### src/lmac_pkg.sv
// Shared constants, register map and carrier types of the long-mode activation control block
package lmac_pkg;

    // Register byte offsets on the Wishbone slave
    localparam logic [7:0] LMAC_CTRL_OFF = 8'h00;
    localparam logic [7:0] LMAC_CS_OFF = 8'h04;
    localparam logic [7:0] LMAC_PTB_LO_OFF = 8'h08;
    localparam logic [7:0] LMAC_PTB_HI_OFF = 8'h0c;
    localparam logic [7:0] LMAC_PFX_OFF = 8'h10;
    localparam logic [7:0] LMAC_MODE_OFF = 8'h14;
    localparam logic [7:0] LMAC_FAULT_OFF = 8'h18;
    localparam logic [7:0] LMAC_TBL_OFF = 8'h1c;

    // Field positions
    localparam int LMAC_LME_BIT = 0;
    localparam int LMAC_PG_BIT = 1;
    localparam int LMAC_PAE_BIT = 2;
    localparam int LMAC_LMA_BIT = 3;
    localparam int LMAC_CS_L_BIT = 0;
    localparam int LMAC_CS_D_BIT = 1;
    localparam int LMAC_PFX_OPSZ_BIT = 0;
    localparam int LMAC_PFX_W_BIT = 1;
    localparam int LMAC_PFX_ADSZ_BIT = 2;
    localparam int LMAC_FLT_STICKY_BIT = 0;
    localparam int LMAC_FLT_REFUSED_BIT = 1;
    localparam int LMAC_FLT_CNT_LSB = 8;
    localparam int LMAC_FLT_CODE_LSB = 16;
    localparam int LMAC_MODE_SUB_LSB = 0;
    localparam int LMAC_MODE_DADDR_LSB = 2;
    localparam int LMAC_MODE_DOP_LSB = 4;
    localparam int LMAC_MODE_EADDR_LSB = 6;
    localparam int LMAC_MODE_EOP_LSB = 8;
    localparam int LMAC_MODE_RSVD_BIT = 10;
    localparam int LMAC_MODE_F64_BIT = 11;
    localparam int LMAC_TBL_COUNT = 4;

    // Reset values and fixed codes
    localparam logic [2:0] LMAC_CTRL_RST = 3'h0;
    localparam logic [1:0] LMAC_CS_RST = 2'h0;
    localparam logic [2:0] LMAC_PFX_RST = 3'h0;
    localparam logic [63:0] LMAC_PTB_RST = 64'h0;
    localparam logic [15:0] LMAC_GP_ERROR_CODE = 16'h0000;
    localparam logic [7:0] LMAC_CNT_MAX = 8'hff;

    typedef enum logic [1:0] {
        LMAC_SUB_LEGACY = 2'b00,
        LMAC_SUB_COMPAT = 2'b01,
        LMAC_SUB_LONG64 = 2'b10,
        LMAC_SUB_RSVD = 2'b11
    } lmac_submode_t;

    typedef enum logic [1:0] {
        LMAC_SZ16 = 2'b00,
        LMAC_SZ32 = 2'b01,
        LMAC_SZ64 = 2'b10
    } lmac_size_t;

    typedef struct packed {
        logic phys_addr_extension_bit;
        logic paging_enable_bit;
        logic long_mode_enable_bit;
    } lmac_ctrl_t;

    typedef struct packed {
        logic def_size;
        logic long_attr;
    } lmac_cs_t;

    typedef struct packed {
        logic addr_ovr;
        logic op64;
        logic op_ovr;
    } lmac_pfx_t;

    typedef struct packed {
        lmac_submode_t submode;
        lmac_size_t def_addr;
        lmac_size_t def_op;
        lmac_size_t eff_addr;
        lmac_size_t eff_op;
        logic rsvd;
    } lmac_mode_t;

endpackage

### src/lmac_mode_decode.sv
// Submode and default/effective operand and address size decoder
`timescale 1ns/1ps
module lmac_mode_decode
    import lmac_pkg::*;
(
    input wire logic active,
    input wire lmac_cs_t cs,
    input wire lmac_pfx_t pfx,
    output lmac_mode_t mode
);

    // Legacy-style size from the default-size attribute, optionally toggled by a prefix
    function automatic lmac_size_t legacy_size(input logic d);
        return d ? LMAC_SZ32 : LMAC_SZ16;
    endfunction

    always_comb begin
        mode = '0;
        if (!active) begin
            // Long attribute ignored; nothing wider than 32 bits is reachable
            mode.submode = LMAC_SUB_LEGACY; // RL2
            mode.def_addr = legacy_size(cs.def_size); // RL7
            mode.def_op = legacy_size(cs.def_size); // RL7
            mode.eff_addr = legacy_size(cs.def_size ^ pfx.addr_ovr); // RL2
            mode.eff_op = legacy_size(cs.def_size ^ pfx.op_ovr); // RL2
        end else if (!cs.long_attr) begin
            mode.submode = LMAC_SUB_COMPAT; // RL6
            mode.def_addr = legacy_size(cs.def_size); // RL6
            mode.def_op = legacy_size(cs.def_size); // RL6
            mode.eff_addr = legacy_size(cs.def_size ^ pfx.addr_ovr);
            mode.eff_op = legacy_size(cs.def_size ^ pfx.op_ovr);
        end else if (!cs.def_size) begin
            mode.submode = LMAC_SUB_LONG64; // RL3
            mode.def_addr = LMAC_SZ64; // RL3
            mode.def_op = LMAC_SZ32; // RL3
            mode.eff_addr = pfx.addr_ovr ? LMAC_SZ32 : LMAC_SZ64; // RL4
            // Wide-operand prefix takes precedence over the 16-bit override
            mode.eff_op = pfx.op64 ? LMAC_SZ64 : (pfx.op_ovr ? LMAC_SZ16 : LMAC_SZ32); // RL4
        end else begin
            // Reserved encoding: flagged, sizes held at 32 so nothing undefined leaks out
            mode.submode = LMAC_SUB_RSVD; // RL5
            mode.rsvd = 1'b1; // RL5
            mode.def_addr = LMAC_SZ32;
            mode.def_op = LMAC_SZ32;
            mode.eff_addr = LMAC_SZ32;
            mode.eff_op = LMAC_SZ32;
        end
    end

endmodule

### src/lmac_long_mode_ctrl.sv
// Long-mode activation control with consistency checks, behind a classic Wishbone slave
`timescale 1ns/1ps
// Contract
// RL1: Setting long-mode enable alone does nothing; enabling paging with it set activates long mode.
// RL2: Until active, behave as a 32-bit processor and refuse all 64-bit features.
// RL3: Active, long attribute 1, size attribute 0: 64-bit submode, address 64, operand 32.
// RL4: In 64-bit submode prefixes give operand 64 or 16, address 32.
// RL5: Active with long 1 and size 1 is a reserved encoding.
// RL6: Active with long 0 is compatibility submode; size attribute picks 32 or 16.
// RL7: Inactive: long attribute ignored; size attribute picks 32 or 16 bits.
// RL8: Software clears paging, sets extensions, page base and enable, then sets paging.
// RL9: Software keeps paging writes and the following branch in identity-mapped pages.
// RL10: Every write to the three control bits is checked; failure faults with code 0.
// RL11: Changing long-mode enable while paging is on faults.
// RL12: Paging 0 to 1 with enable 1 and extensions 0 faults.
// RL13: Paging on with enable 1 and code long attribute 1 faults.
// RL14: Clearing extensions while long mode is active faults.
// RL15: A faulting write leaves control bits and the active flag unchanged.
// RL16: After activation table pointers stay legacy until software reloads them.
// RL17: Software blocks all interrupts and exceptions until the interrupt table is 64-bit.
// RL18: Software masks maskable interrupts; external hardware blocks the others.
// RL19: Page base writes in legacy mode update only the low 32 bits.
// RL20: Once active, software may rewrite the full page-table base.
// RL21: Clearing paging while active deactivates long mode and clears the flag.
module lmac_long_mode_ctrl
    import lmac_pkg::*;
(
    input wire logic clock,
    input wire logic sys_rst,
    input wire logic wb_cyc_i,
    input wire logic wb_stb_i,
    input wire logic wb_we_i,
    input wire logic [7:0] wb_adr_i,
    input wire logic [3:0] wb_sel_i,
    input wire logic [31:0] wb_dat_i,
    output logic [31:0] wb_dat_o,
    output logic wb_ack_o,
    output logic long_mode_active_flag,
    output logic feat64_allowed,
    output lmac_mode_t mode_o,
    output logic [63:0] page_table_base_reg,
    output logic general_protection_fault,
    output logic [15:0] gp_error_code
);

    // Byte-lane merge used by the control and page-base registers
    function automatic logic [31:0] lane_merge(input logic [31:0] old_v, input logic [31:0] new_v,
                                               input logic [3:0] sel);
        logic [31:0] r;
        r = old_v;
        for (int i = 0; i < 4; i++) begin
            if (sel[i]) begin
                r[i*8 +: 8] = new_v[i*8 +: 8];
            end
        end
        return r;
    endfunction

    logic ack_q;
    logic [31:0] dat_q;
    lmac_ctrl_t ctrl_q;
    logic lma_q;
    lmac_cs_t cs_q;
    lmac_pfx_t pfx_q;
    logic [63:0] ptb_q;
    logic gp_q;
    logic sticky_q;
    logic refused_q;
    logic [7:0] cnt_q;
    logic [LMAC_TBL_COUNT-1:0] tbl_q;
    lmac_mode_t mode_q;
    logic f64_q;

    logic req;
    logic wr;
    logic wr_ctrl;
    logic wr_cs;
    logic wr_pfx;
    logic wr_lo;
    logic wr_hi;
    logic wr_flt;
    logic wr_tbl;
    logic [31:0] ctrl_word;
    logic [31:0] ctrl_wdata;
    lmac_ctrl_t ctrl_new;
    logic lme_chg;
    logic pg_rise;
    logic pg_fall;
    logic pae_fall;
    logic chk_fail;
    logic lma_d;
    logic activate;
    logic deactivate;
    logic refuse;
    lmac_mode_t mode_d;
    logic [31:0] rd_mux;

    assign req = wb_cyc_i & wb_stb_i;
    // A write takes effect only at the edge where the master sees ack
    assign wr = req & wb_we_i & ack_q;
    assign wr_ctrl = wr & (wb_adr_i == LMAC_CTRL_OFF);
    assign wr_cs = wr & (wb_adr_i == LMAC_CS_OFF);
    assign wr_pfx = wr & (wb_adr_i == LMAC_PFX_OFF);
    assign wr_lo = wr & (wb_adr_i == LMAC_PTB_LO_OFF);
    assign wr_hi = wr & (wb_adr_i == LMAC_PTB_HI_OFF);
    assign wr_flt = wr & (wb_adr_i == LMAC_FAULT_OFF);
    assign wr_tbl = wr & (wb_adr_i == LMAC_TBL_OFF);

    // Consistency checks on the attempted control-bit values
    always_comb begin
        ctrl_word = '0;
        ctrl_word[LMAC_LME_BIT] = ctrl_q.long_mode_enable_bit;
        ctrl_word[LMAC_PG_BIT] = ctrl_q.paging_enable_bit;
        ctrl_word[LMAC_PAE_BIT] = ctrl_q.phys_addr_extension_bit;
        ctrl_word[LMAC_LMA_BIT] = lma_q;
        ctrl_wdata = lane_merge(ctrl_word, wb_dat_i, wb_sel_i);
        ctrl_new.long_mode_enable_bit = ctrl_wdata[LMAC_LME_BIT];
        ctrl_new.paging_enable_bit = ctrl_wdata[LMAC_PG_BIT];
        ctrl_new.phys_addr_extension_bit = ctrl_wdata[LMAC_PAE_BIT];
    end

    assign lme_chg = ctrl_new.long_mode_enable_bit != ctrl_q.long_mode_enable_bit;
    assign pg_rise = ctrl_new.paging_enable_bit & ~ctrl_q.paging_enable_bit;
    assign pg_fall = ~ctrl_new.paging_enable_bit & ctrl_q.paging_enable_bit;
    assign pae_fall = ~ctrl_new.phys_addr_extension_bit & ctrl_q.phys_addr_extension_bit;

    // Enable and extension bits are judged at their post-write values, so one write may set all three
    assign chk_fail = (lme_chg & ctrl_q.paging_enable_bit) // RL11
        | (pg_rise & ctrl_new.long_mode_enable_bit & ~ctrl_new.phys_addr_extension_bit) // RL12
        | (pg_rise & ctrl_new.long_mode_enable_bit & cs_q.long_attr) // RL13
        | (pae_fall & lma_q); // RL14

    assign activate = wr_ctrl & ~chk_fail & pg_rise & ctrl_new.long_mode_enable_bit; // RL1
    assign deactivate = wr_ctrl & ~chk_fail & pg_fall & lma_q; // RL21

    always_comb begin
        lma_d = lma_q;
        if (activate) begin
            lma_d = 1'b1; // RL1
        end else if (deactivate) begin
            lma_d = 1'b0; // RL21
        end
    end

    // Wishbone handshake: ack one cycle after the request, dropped the cycle after
    always_ff @(posedge clock) begin
        if (sys_rst) begin
            ack_q <= 1'b0;
        end else begin
            ack_q <= req & ~ack_q;
        end
    end

    always_comb begin
        rd_mux = '0;
        case (wb_adr_i)
            LMAC_CTRL_OFF: begin
                rd_mux = ctrl_word;
            end
            LMAC_CS_OFF: begin
                rd_mux[LMAC_CS_L_BIT] = cs_q.long_attr;
                rd_mux[LMAC_CS_D_BIT] = cs_q.def_size;
            end
            LMAC_PTB_LO_OFF: begin
                rd_mux = ptb_q[31:0];
            end
            LMAC_PTB_HI_OFF: begin
                rd_mux = ptb_q[63:32];
            end
            LMAC_PFX_OFF: begin
                rd_mux[LMAC_PFX_OPSZ_BIT] = pfx_q.op_ovr;
                rd_mux[LMAC_PFX_W_BIT] = pfx_q.op64;
                rd_mux[LMAC_PFX_ADSZ_BIT] = pfx_q.addr_ovr;
            end
            LMAC_MODE_OFF: begin
                rd_mux[LMAC_MODE_SUB_LSB +: 2] = mode_q.submode;
                rd_mux[LMAC_MODE_DADDR_LSB +: 2] = mode_q.def_addr;
                rd_mux[LMAC_MODE_DOP_LSB +: 2] = mode_q.def_op;
                rd_mux[LMAC_MODE_EADDR_LSB +: 2] = mode_q.eff_addr;
                rd_mux[LMAC_MODE_EOP_LSB +: 2] = mode_q.eff_op;
                rd_mux[LMAC_MODE_RSVD_BIT] = mode_q.rsvd;
                rd_mux[LMAC_MODE_F64_BIT] = f64_q;
            end
            LMAC_FAULT_OFF: begin
                rd_mux[LMAC_FLT_STICKY_BIT] = sticky_q;
                rd_mux[LMAC_FLT_REFUSED_BIT] = refused_q;
                rd_mux[LMAC_FLT_CNT_LSB +: 8] = cnt_q;
                rd_mux[LMAC_FLT_CODE_LSB +: 16] = LMAC_GP_ERROR_CODE;
            end
            LMAC_TBL_OFF: begin
                rd_mux[LMAC_TBL_COUNT-1:0] = tbl_q;
            end
            default: begin
                rd_mux = '0;
            end
        endcase
    end

    // Read data captured in the request cycle, valid while ack is high
    always_ff @(posedge clock) begin
        if (sys_rst) begin
            dat_q <= '0;
        end else if (req & ~ack_q & ~wb_we_i) begin
            dat_q <= rd_mux;
        end
    end

    // Control bits and active flag; a failed check leaves both as they were
    always_ff @(posedge clock) begin
        if (sys_rst) begin
            ctrl_q <= lmac_ctrl_t'(LMAC_CTRL_RST);
            lma_q <= 1'b0;
        end else begin
            if (wr_ctrl & ~chk_fail) begin // RL10
                ctrl_q <= ctrl_new;
            end
            lma_q <= lma_d; // RL15
        end
    end

    // Code-segment attributes and current prefixes
    always_ff @(posedge clock) begin
        if (sys_rst) begin
            cs_q <= lmac_cs_t'(LMAC_CS_RST);
            pfx_q <= lmac_pfx_t'(LMAC_PFX_RST);
        end else begin
            if (wr_cs) begin
                cs_q.long_attr <= wb_sel_i[0] ? wb_dat_i[LMAC_CS_L_BIT] : cs_q.long_attr;
                cs_q.def_size <= wb_sel_i[0] ? wb_dat_i[LMAC_CS_D_BIT] : cs_q.def_size;
            end
            if (wr_pfx & wb_sel_i[0]) begin
                pfx_q.op_ovr <= wb_dat_i[LMAC_PFX_OPSZ_BIT];
                pfx_q.op64 <= wb_dat_i[LMAC_PFX_W_BIT];
                pfx_q.addr_ovr <= wb_dat_i[LMAC_PFX_ADSZ_BIT];
            end
        end
    end

    // Upper half of the page base can only be reached once long mode is active
    always_ff @(posedge clock) begin
        if (sys_rst) begin
            ptb_q <= LMAC_PTB_RST;
        end else begin
            if (wr_lo) begin
                ptb_q[31:0] <= lane_merge(ptb_q[31:0], wb_dat_i, wb_sel_i); // RL19
            end
            if (wr_hi & lma_q) begin
                ptb_q[63:32] <= lane_merge(ptb_q[63:32], wb_dat_i, wb_sel_i); // RL2
            end
        end
    end

    // Table pointers read as legacy on activation and leaving; reload marks accepted only when active
    assign refuse = (wr_hi | wr_tbl) & ~lma_q; // RL2

    always_ff @(posedge clock) begin
        if (sys_rst) begin
            tbl_q <= '0;
        end else if (activate | deactivate) begin
            tbl_q <= '0; // RL16
        end else if (wr_tbl & lma_q & wb_sel_i[0]) begin
            tbl_q <= tbl_q | wb_dat_i[LMAC_TBL_COUNT-1:0]; // RL16
        end
    end

    // Fault pulse, sticky status and saturating count; a new event beats a clear in the same cycle
    always_ff @(posedge clock) begin
        if (sys_rst) begin
            gp_q <= 1'b0;
            sticky_q <= 1'b0;
            refused_q <= 1'b0;
            cnt_q <= '0;
        end else begin
            gp_q <= wr_ctrl & chk_fail; // RL10
            if (wr_ctrl & chk_fail) begin
                sticky_q <= 1'b1;
            end else if (wr_flt & wb_sel_i[0] & wb_dat_i[LMAC_FLT_STICKY_BIT]) begin
                sticky_q <= 1'b0;
            end
            if (refuse) begin
                refused_q <= 1'b1;
            end else if (wr_flt & wb_sel_i[0] & wb_dat_i[LMAC_FLT_REFUSED_BIT]) begin
                refused_q <= 1'b0;
            end
            if (wr_ctrl & chk_fail & (cnt_q != LMAC_CNT_MAX)) begin
                cnt_q <= cnt_q + 8'h01;
            end
        end
    end

    lmac_mode_decode u_decode (
        .active(lma_q),
        .cs(cs_q),
        .pfx(pfx_q),
        .mode(mode_d)
    );

    // Mode outputs registered so every port except the constant gp_error_code leaves a flip-flop
    always_ff @(posedge clock) begin
        if (sys_rst) begin
            mode_q <= '0;
            f64_q <= 1'b0;
        end else begin
            mode_q <= mode_d;
            f64_q <= lma_q; // RL2
        end
    end

    assign wb_ack_o = ack_q;
    assign wb_dat_o = dat_q;
    assign long_mode_active_flag = lma_q;
    assign feat64_allowed = f64_q;
    assign mode_o = mode_q;
    assign page_table_base_reg = ptb_q;
    assign general_protection_fault = gp_q;
    assign gp_error_code = LMAC_GP_ERROR_CODE;

endmodule

### config.mk
export PLATFORM = sky130hd
export DESIGN_NAME = lmac_long_mode_ctrl
export DESIGN_NICKNAME = d
export VERILOG_FILES = /design/src/lmac_pkg.sv /design/src/lmac_mode_decode.sv /design/src/lmac_long_mode_ctrl.sv
export SDC_FILE = /design/constraint.sdc
export NUM_CORES = 1
export LEC_CHECK = 0
export BUFFER_PORTS_ARGS = -buffer_cell sky130_fd_sc_hd__buf_2
export CAP_MARGIN = 20
export CORE_AREA = 3 3 115 145
export CTS_CLUSTER_SIZE = 12
export DETAILED_ROUTE_END_ITERATION = 12
export DIE_AREA = 0 0 118 148
export GPL_ROUTABILITY_DRIVEN = 0
export PLACE_DENSITY = 0.66
export SYNTH_ARGS = -nofsm -noshare
export SYNTH_HDL_FRONTEND = slang
export SYNTH_SLANG_ARGS = --single-unit
### constraint.sdc
create_clock -name clock -period 2 [get_ports clock]
set_input_delay 0.1 -clock clock [delete_from_list [all_inputs] [get_ports clock]]
set_output_delay 0.1 -clock clock [all_outputs]
set_load 0.02 [all_outputs]
==> flow_summary_export.csv <==
group,metric,value,unit
min_path,min_from,"wb_dat_i[1]",
power_and_ir_drop,powerDensity,762,nW/um^2
detailed_routing,first_pass_iters,5,
global_route,grt_usage,23.4,%
logic_synthesis,synth_top_area_cell,"dfxtp_1",
floorplanning,die_h,148,um
cts,clkTransAtPathRegs,50,ps
timing,fin_tns_setup,0,ps
detailed_routing,vias,6276,
logic_synthesis,synth_compound_area_share,20.8,%
critical_path,crit_required,2300,ps
logic_synthesis,synthSimpleGateAreaFrac,19.5,%
logic_synthesis,synth_top_flop_cell,"dfxtp_1",
critical_path,critPathLaunch,"wb_dat_i[0]",
placement,placed_cells,1074,
critical_path,cp_top_family,"buffers and inverters",
critical_path,path_class,"in2reg",
detailed_routing,vias_per_cell,5.51,
timing,setup_viol,0,
placement,dp_hpwl,14200,um
timing,grt_setup_unrepaired,"no",
layout,antennaDiodeCount,0,
critical_path,cp_max_fo,11,
layout,areaGrowthSynthToFinish,36.4,%
floorplanning,start_util,39.3,%
min_path,min_path_type,"in2reg",
global_route,grt_pass1_wl,32600,um
logic_synthesis,synth_top_family_by_area,"compound AO/OA/AOI/OAI gates",
floorplanning,num_rows,51,
floorplanning,die_w,118,um
logic_synthesis,synth_edf_count,0,
detailed_routing,routedWlPerCell,18.2,um
layout,multi_input_area,3170,sq um
timing,clock_skew,8.64,ps
logic_synthesis,synth.distinct_cells,57,
logic_synthesis,synthXorXnorAreaFrac,0.287,%
logic_synthesis,yosysWarnings,0,
job,maxCapViolCount,0,
layout,fin_nets,965,
logic_synthesis,synth.top_cell.area_share,43.3,%
global_route,grt_overflow,0,
logic_synthesis,seq_area_frac_synth,43.3,%
cts,cts_buffers,17,
critical_path,r2r-start,"ctrl_q[1]",
detailed_routing,ant_nets,0,
cts,cts_max_path_buffers,2,
critical_path,critPathBufInv,3,
timing,fmaxAchievable,536,MHz
timing,min_period,1870,ps
layout,stdcell_count,1139,
layout,nFillCells,1432,
logic_synthesis,syn_inst,721,
layout,drive_gt1_share,30.0,%
logic_synthesis,yosysMostFrequentCell,"dfxtp_1",
timing,worst_pin_slew,802,ps
timing,hold_violations,0,
logic_synthesis,synth_common_cells,"dfxtp_1, nand3_1, a21oi_1",
power_and_ir_drop,peakVddDrop,0.445,mV
logic_synthesis,synth_mux_area_share,8.57,%
layout,largest_reg_flops,64,
placement,post-place-ws,-116,ps
critical_path,critical_path.endpoint_type,"flop",
timing,whs,90.9,ps
layout,final_util,53.6,%
critical_path,slowest_stage,"dlygate4sd3_1",
cts,cts_root_buf,"clkbuf_16",
logic_synthesis,synth_adder_area_share,0.410,%
global_route,antenna_found_initial,0,
detailed_routing,drc,0,
logic_synthesis,netlist_top_cells_area,"dfxtp_1, nand3_1, a21oi_1",
layout,regArea,2640,sq um
logic_synthesis,synth_area,6100,sq um
power_and_ir_drop,leakagePower,3.39,nW
critical_path,max_stage_delay,530,ps
cts,postCtsSetupBuffers,0,
cts,clock_sinks,132,
critical_path,cp-start-kind,"input port",
cts,clk_latency,420,ps
detailed_routing,routed_wl,20700,um
logic_synthesis,synthArstFlopShare,0,%
timing,maxSlewHeadroom,46.3,%
global_route,grt_pass1_vias,6073,
timing,slew_violations,0,
detailed_routing,drt_iter0_drc,474,
global_route,grt_start_max_net_pins,56,
critical_path,worst_ep_arrival_time,2170,ps
critical_path,cp_cell_sequence,"dlygate4sd3_1 -> buf_2 -> nand3b_1 -> a221o_1 -> buf_12 -> a2111oi_4 -> mux2_1",
timing,finalWorstSetupSlack,135,ps
placement,port_buffers,158,
logic_synthesis,synth_area_per_cell,8.46,sq um
floorplanning,io_pins,176,
logic_synthesis,synth-seq-cells,132,
cts,htree_levels,4,
timing,post-route-period-util,93.3,%
floorplanning,dieArea,17500,sq um
run_status,status,"finished clean",
floorplanning,core_area,15500,sq um
cts,cts_tree,"done",
-- kinds of logic after synthesis --
group / count (synthesis)
multiplexers: 44
XOR/XNOR: 2
AO/OA/AOI/OAI: 216
AND/OR/NAND/NOR: 230
adder cells (fa/ha/maj): 2
other: 1
buffers and inverters: 94
flip-flops: 132
-- worst reg2reg max path: cells and delay by family (launching register included) --
family	cells	cell delay (ps)
AOI/OAI and AO/OA	2	650
buffers and inverters	1	170
DFF	1	310
muxes	1	350
and+or+nand+nor	1	200
-- area by class of cell --
class	count	area share [%]
Tap cell	212	3.19
Inverter	12	0.542
Clock buffer	23	6.11
Multi-Input combinational cell	511	38.1
Clock inverter	9	1.47
Timing Repair Buffer	240	18.8
Sequential cell	132	31.8
-- report_power, final --
group	total [mW]	switching (mW)	leakage (nW)	internal, mW
clock network	3.29	1.14	0.315	2.15
registers	2.64	0.00293	1.06	2.64
logic	0.405	0.257	2.02	0.148
total	6.34	1.40	3.39	4.93
-- worst paths after layout --
path	endpoint	slack, ps	cells after the start
worst min-delay path	refused_q	90	3
worst min register to register	wb_dat_o[10]	450	2
worst max-delay path	cnt_q[3]	130	7
worst max register to register	cnt_q[3]	190	5
-- metal layers --
| layer | share of wire (%) | wire [um] | global-route usage (%) |
|---|---|---|---|
| met1 | 40 | 8260 | 28.1 |
| met2 | 49 | 10100 | 39.2 |
| met3 | 8.1 | 1690 | 6.77 |
| met4 | 3.1 | 652 | 9.91 |
| met5 | 0 | 0 | 0 |
-- per-stage QoR --
stage               instance area (sq um)  power [mW]
floorplan                            6220        2.92
global placement                     7350        3.05
detailed placement                   7350        3.04
CTS                                  8320        6.39
global route                         8320        6.53
finish                               8320        6.34
-- cells in the final DEF, fill, tap and decap left out, types with 4 or more instances in the layout --
master,synthesis,layout
nand4_1,10,10
conb_1,1,17
clkbuf_8,0,6
a21oi_1,88,88
and2_1,4,4
mux2_1,5,5
buf_2,0,157
a22o_1,6,6
nand3_1,94,94
and4_1,6,6
buf_12,0,6
dfxtp_1,132,132
a211oi_1,7,7
nor3_1,12,12
inv_1,10,10
and3_1,5,5
a22oi_1,4,4
mux2_2,21,21
o21ai_0,60,60
a2111oi_4,0,4
nand2_1,43,43
clkinv_2,0,5
nor4_1,4,4
a41oi_1,4,4
mux2i_1,14,14
dlygate4sd3_1,0,33
nor2_1,23,22
o21ai_1,21,21
nor2b_1,8,8
clkbuf_16,0,17
mux4_2,4,4
buf_4,17,44
or3_1,4,4
-- timing repair --
| item | CTS | global route |
|---|---|---|
| setup endpoints to repair | 0 | 4 |
| hold buffers | 33 | 0 |
| resized for setup | 0 | 1 |
| hold endpoints to repair | 64 | 0 |
Note: power is estimated with default switching activity, not from simulation.
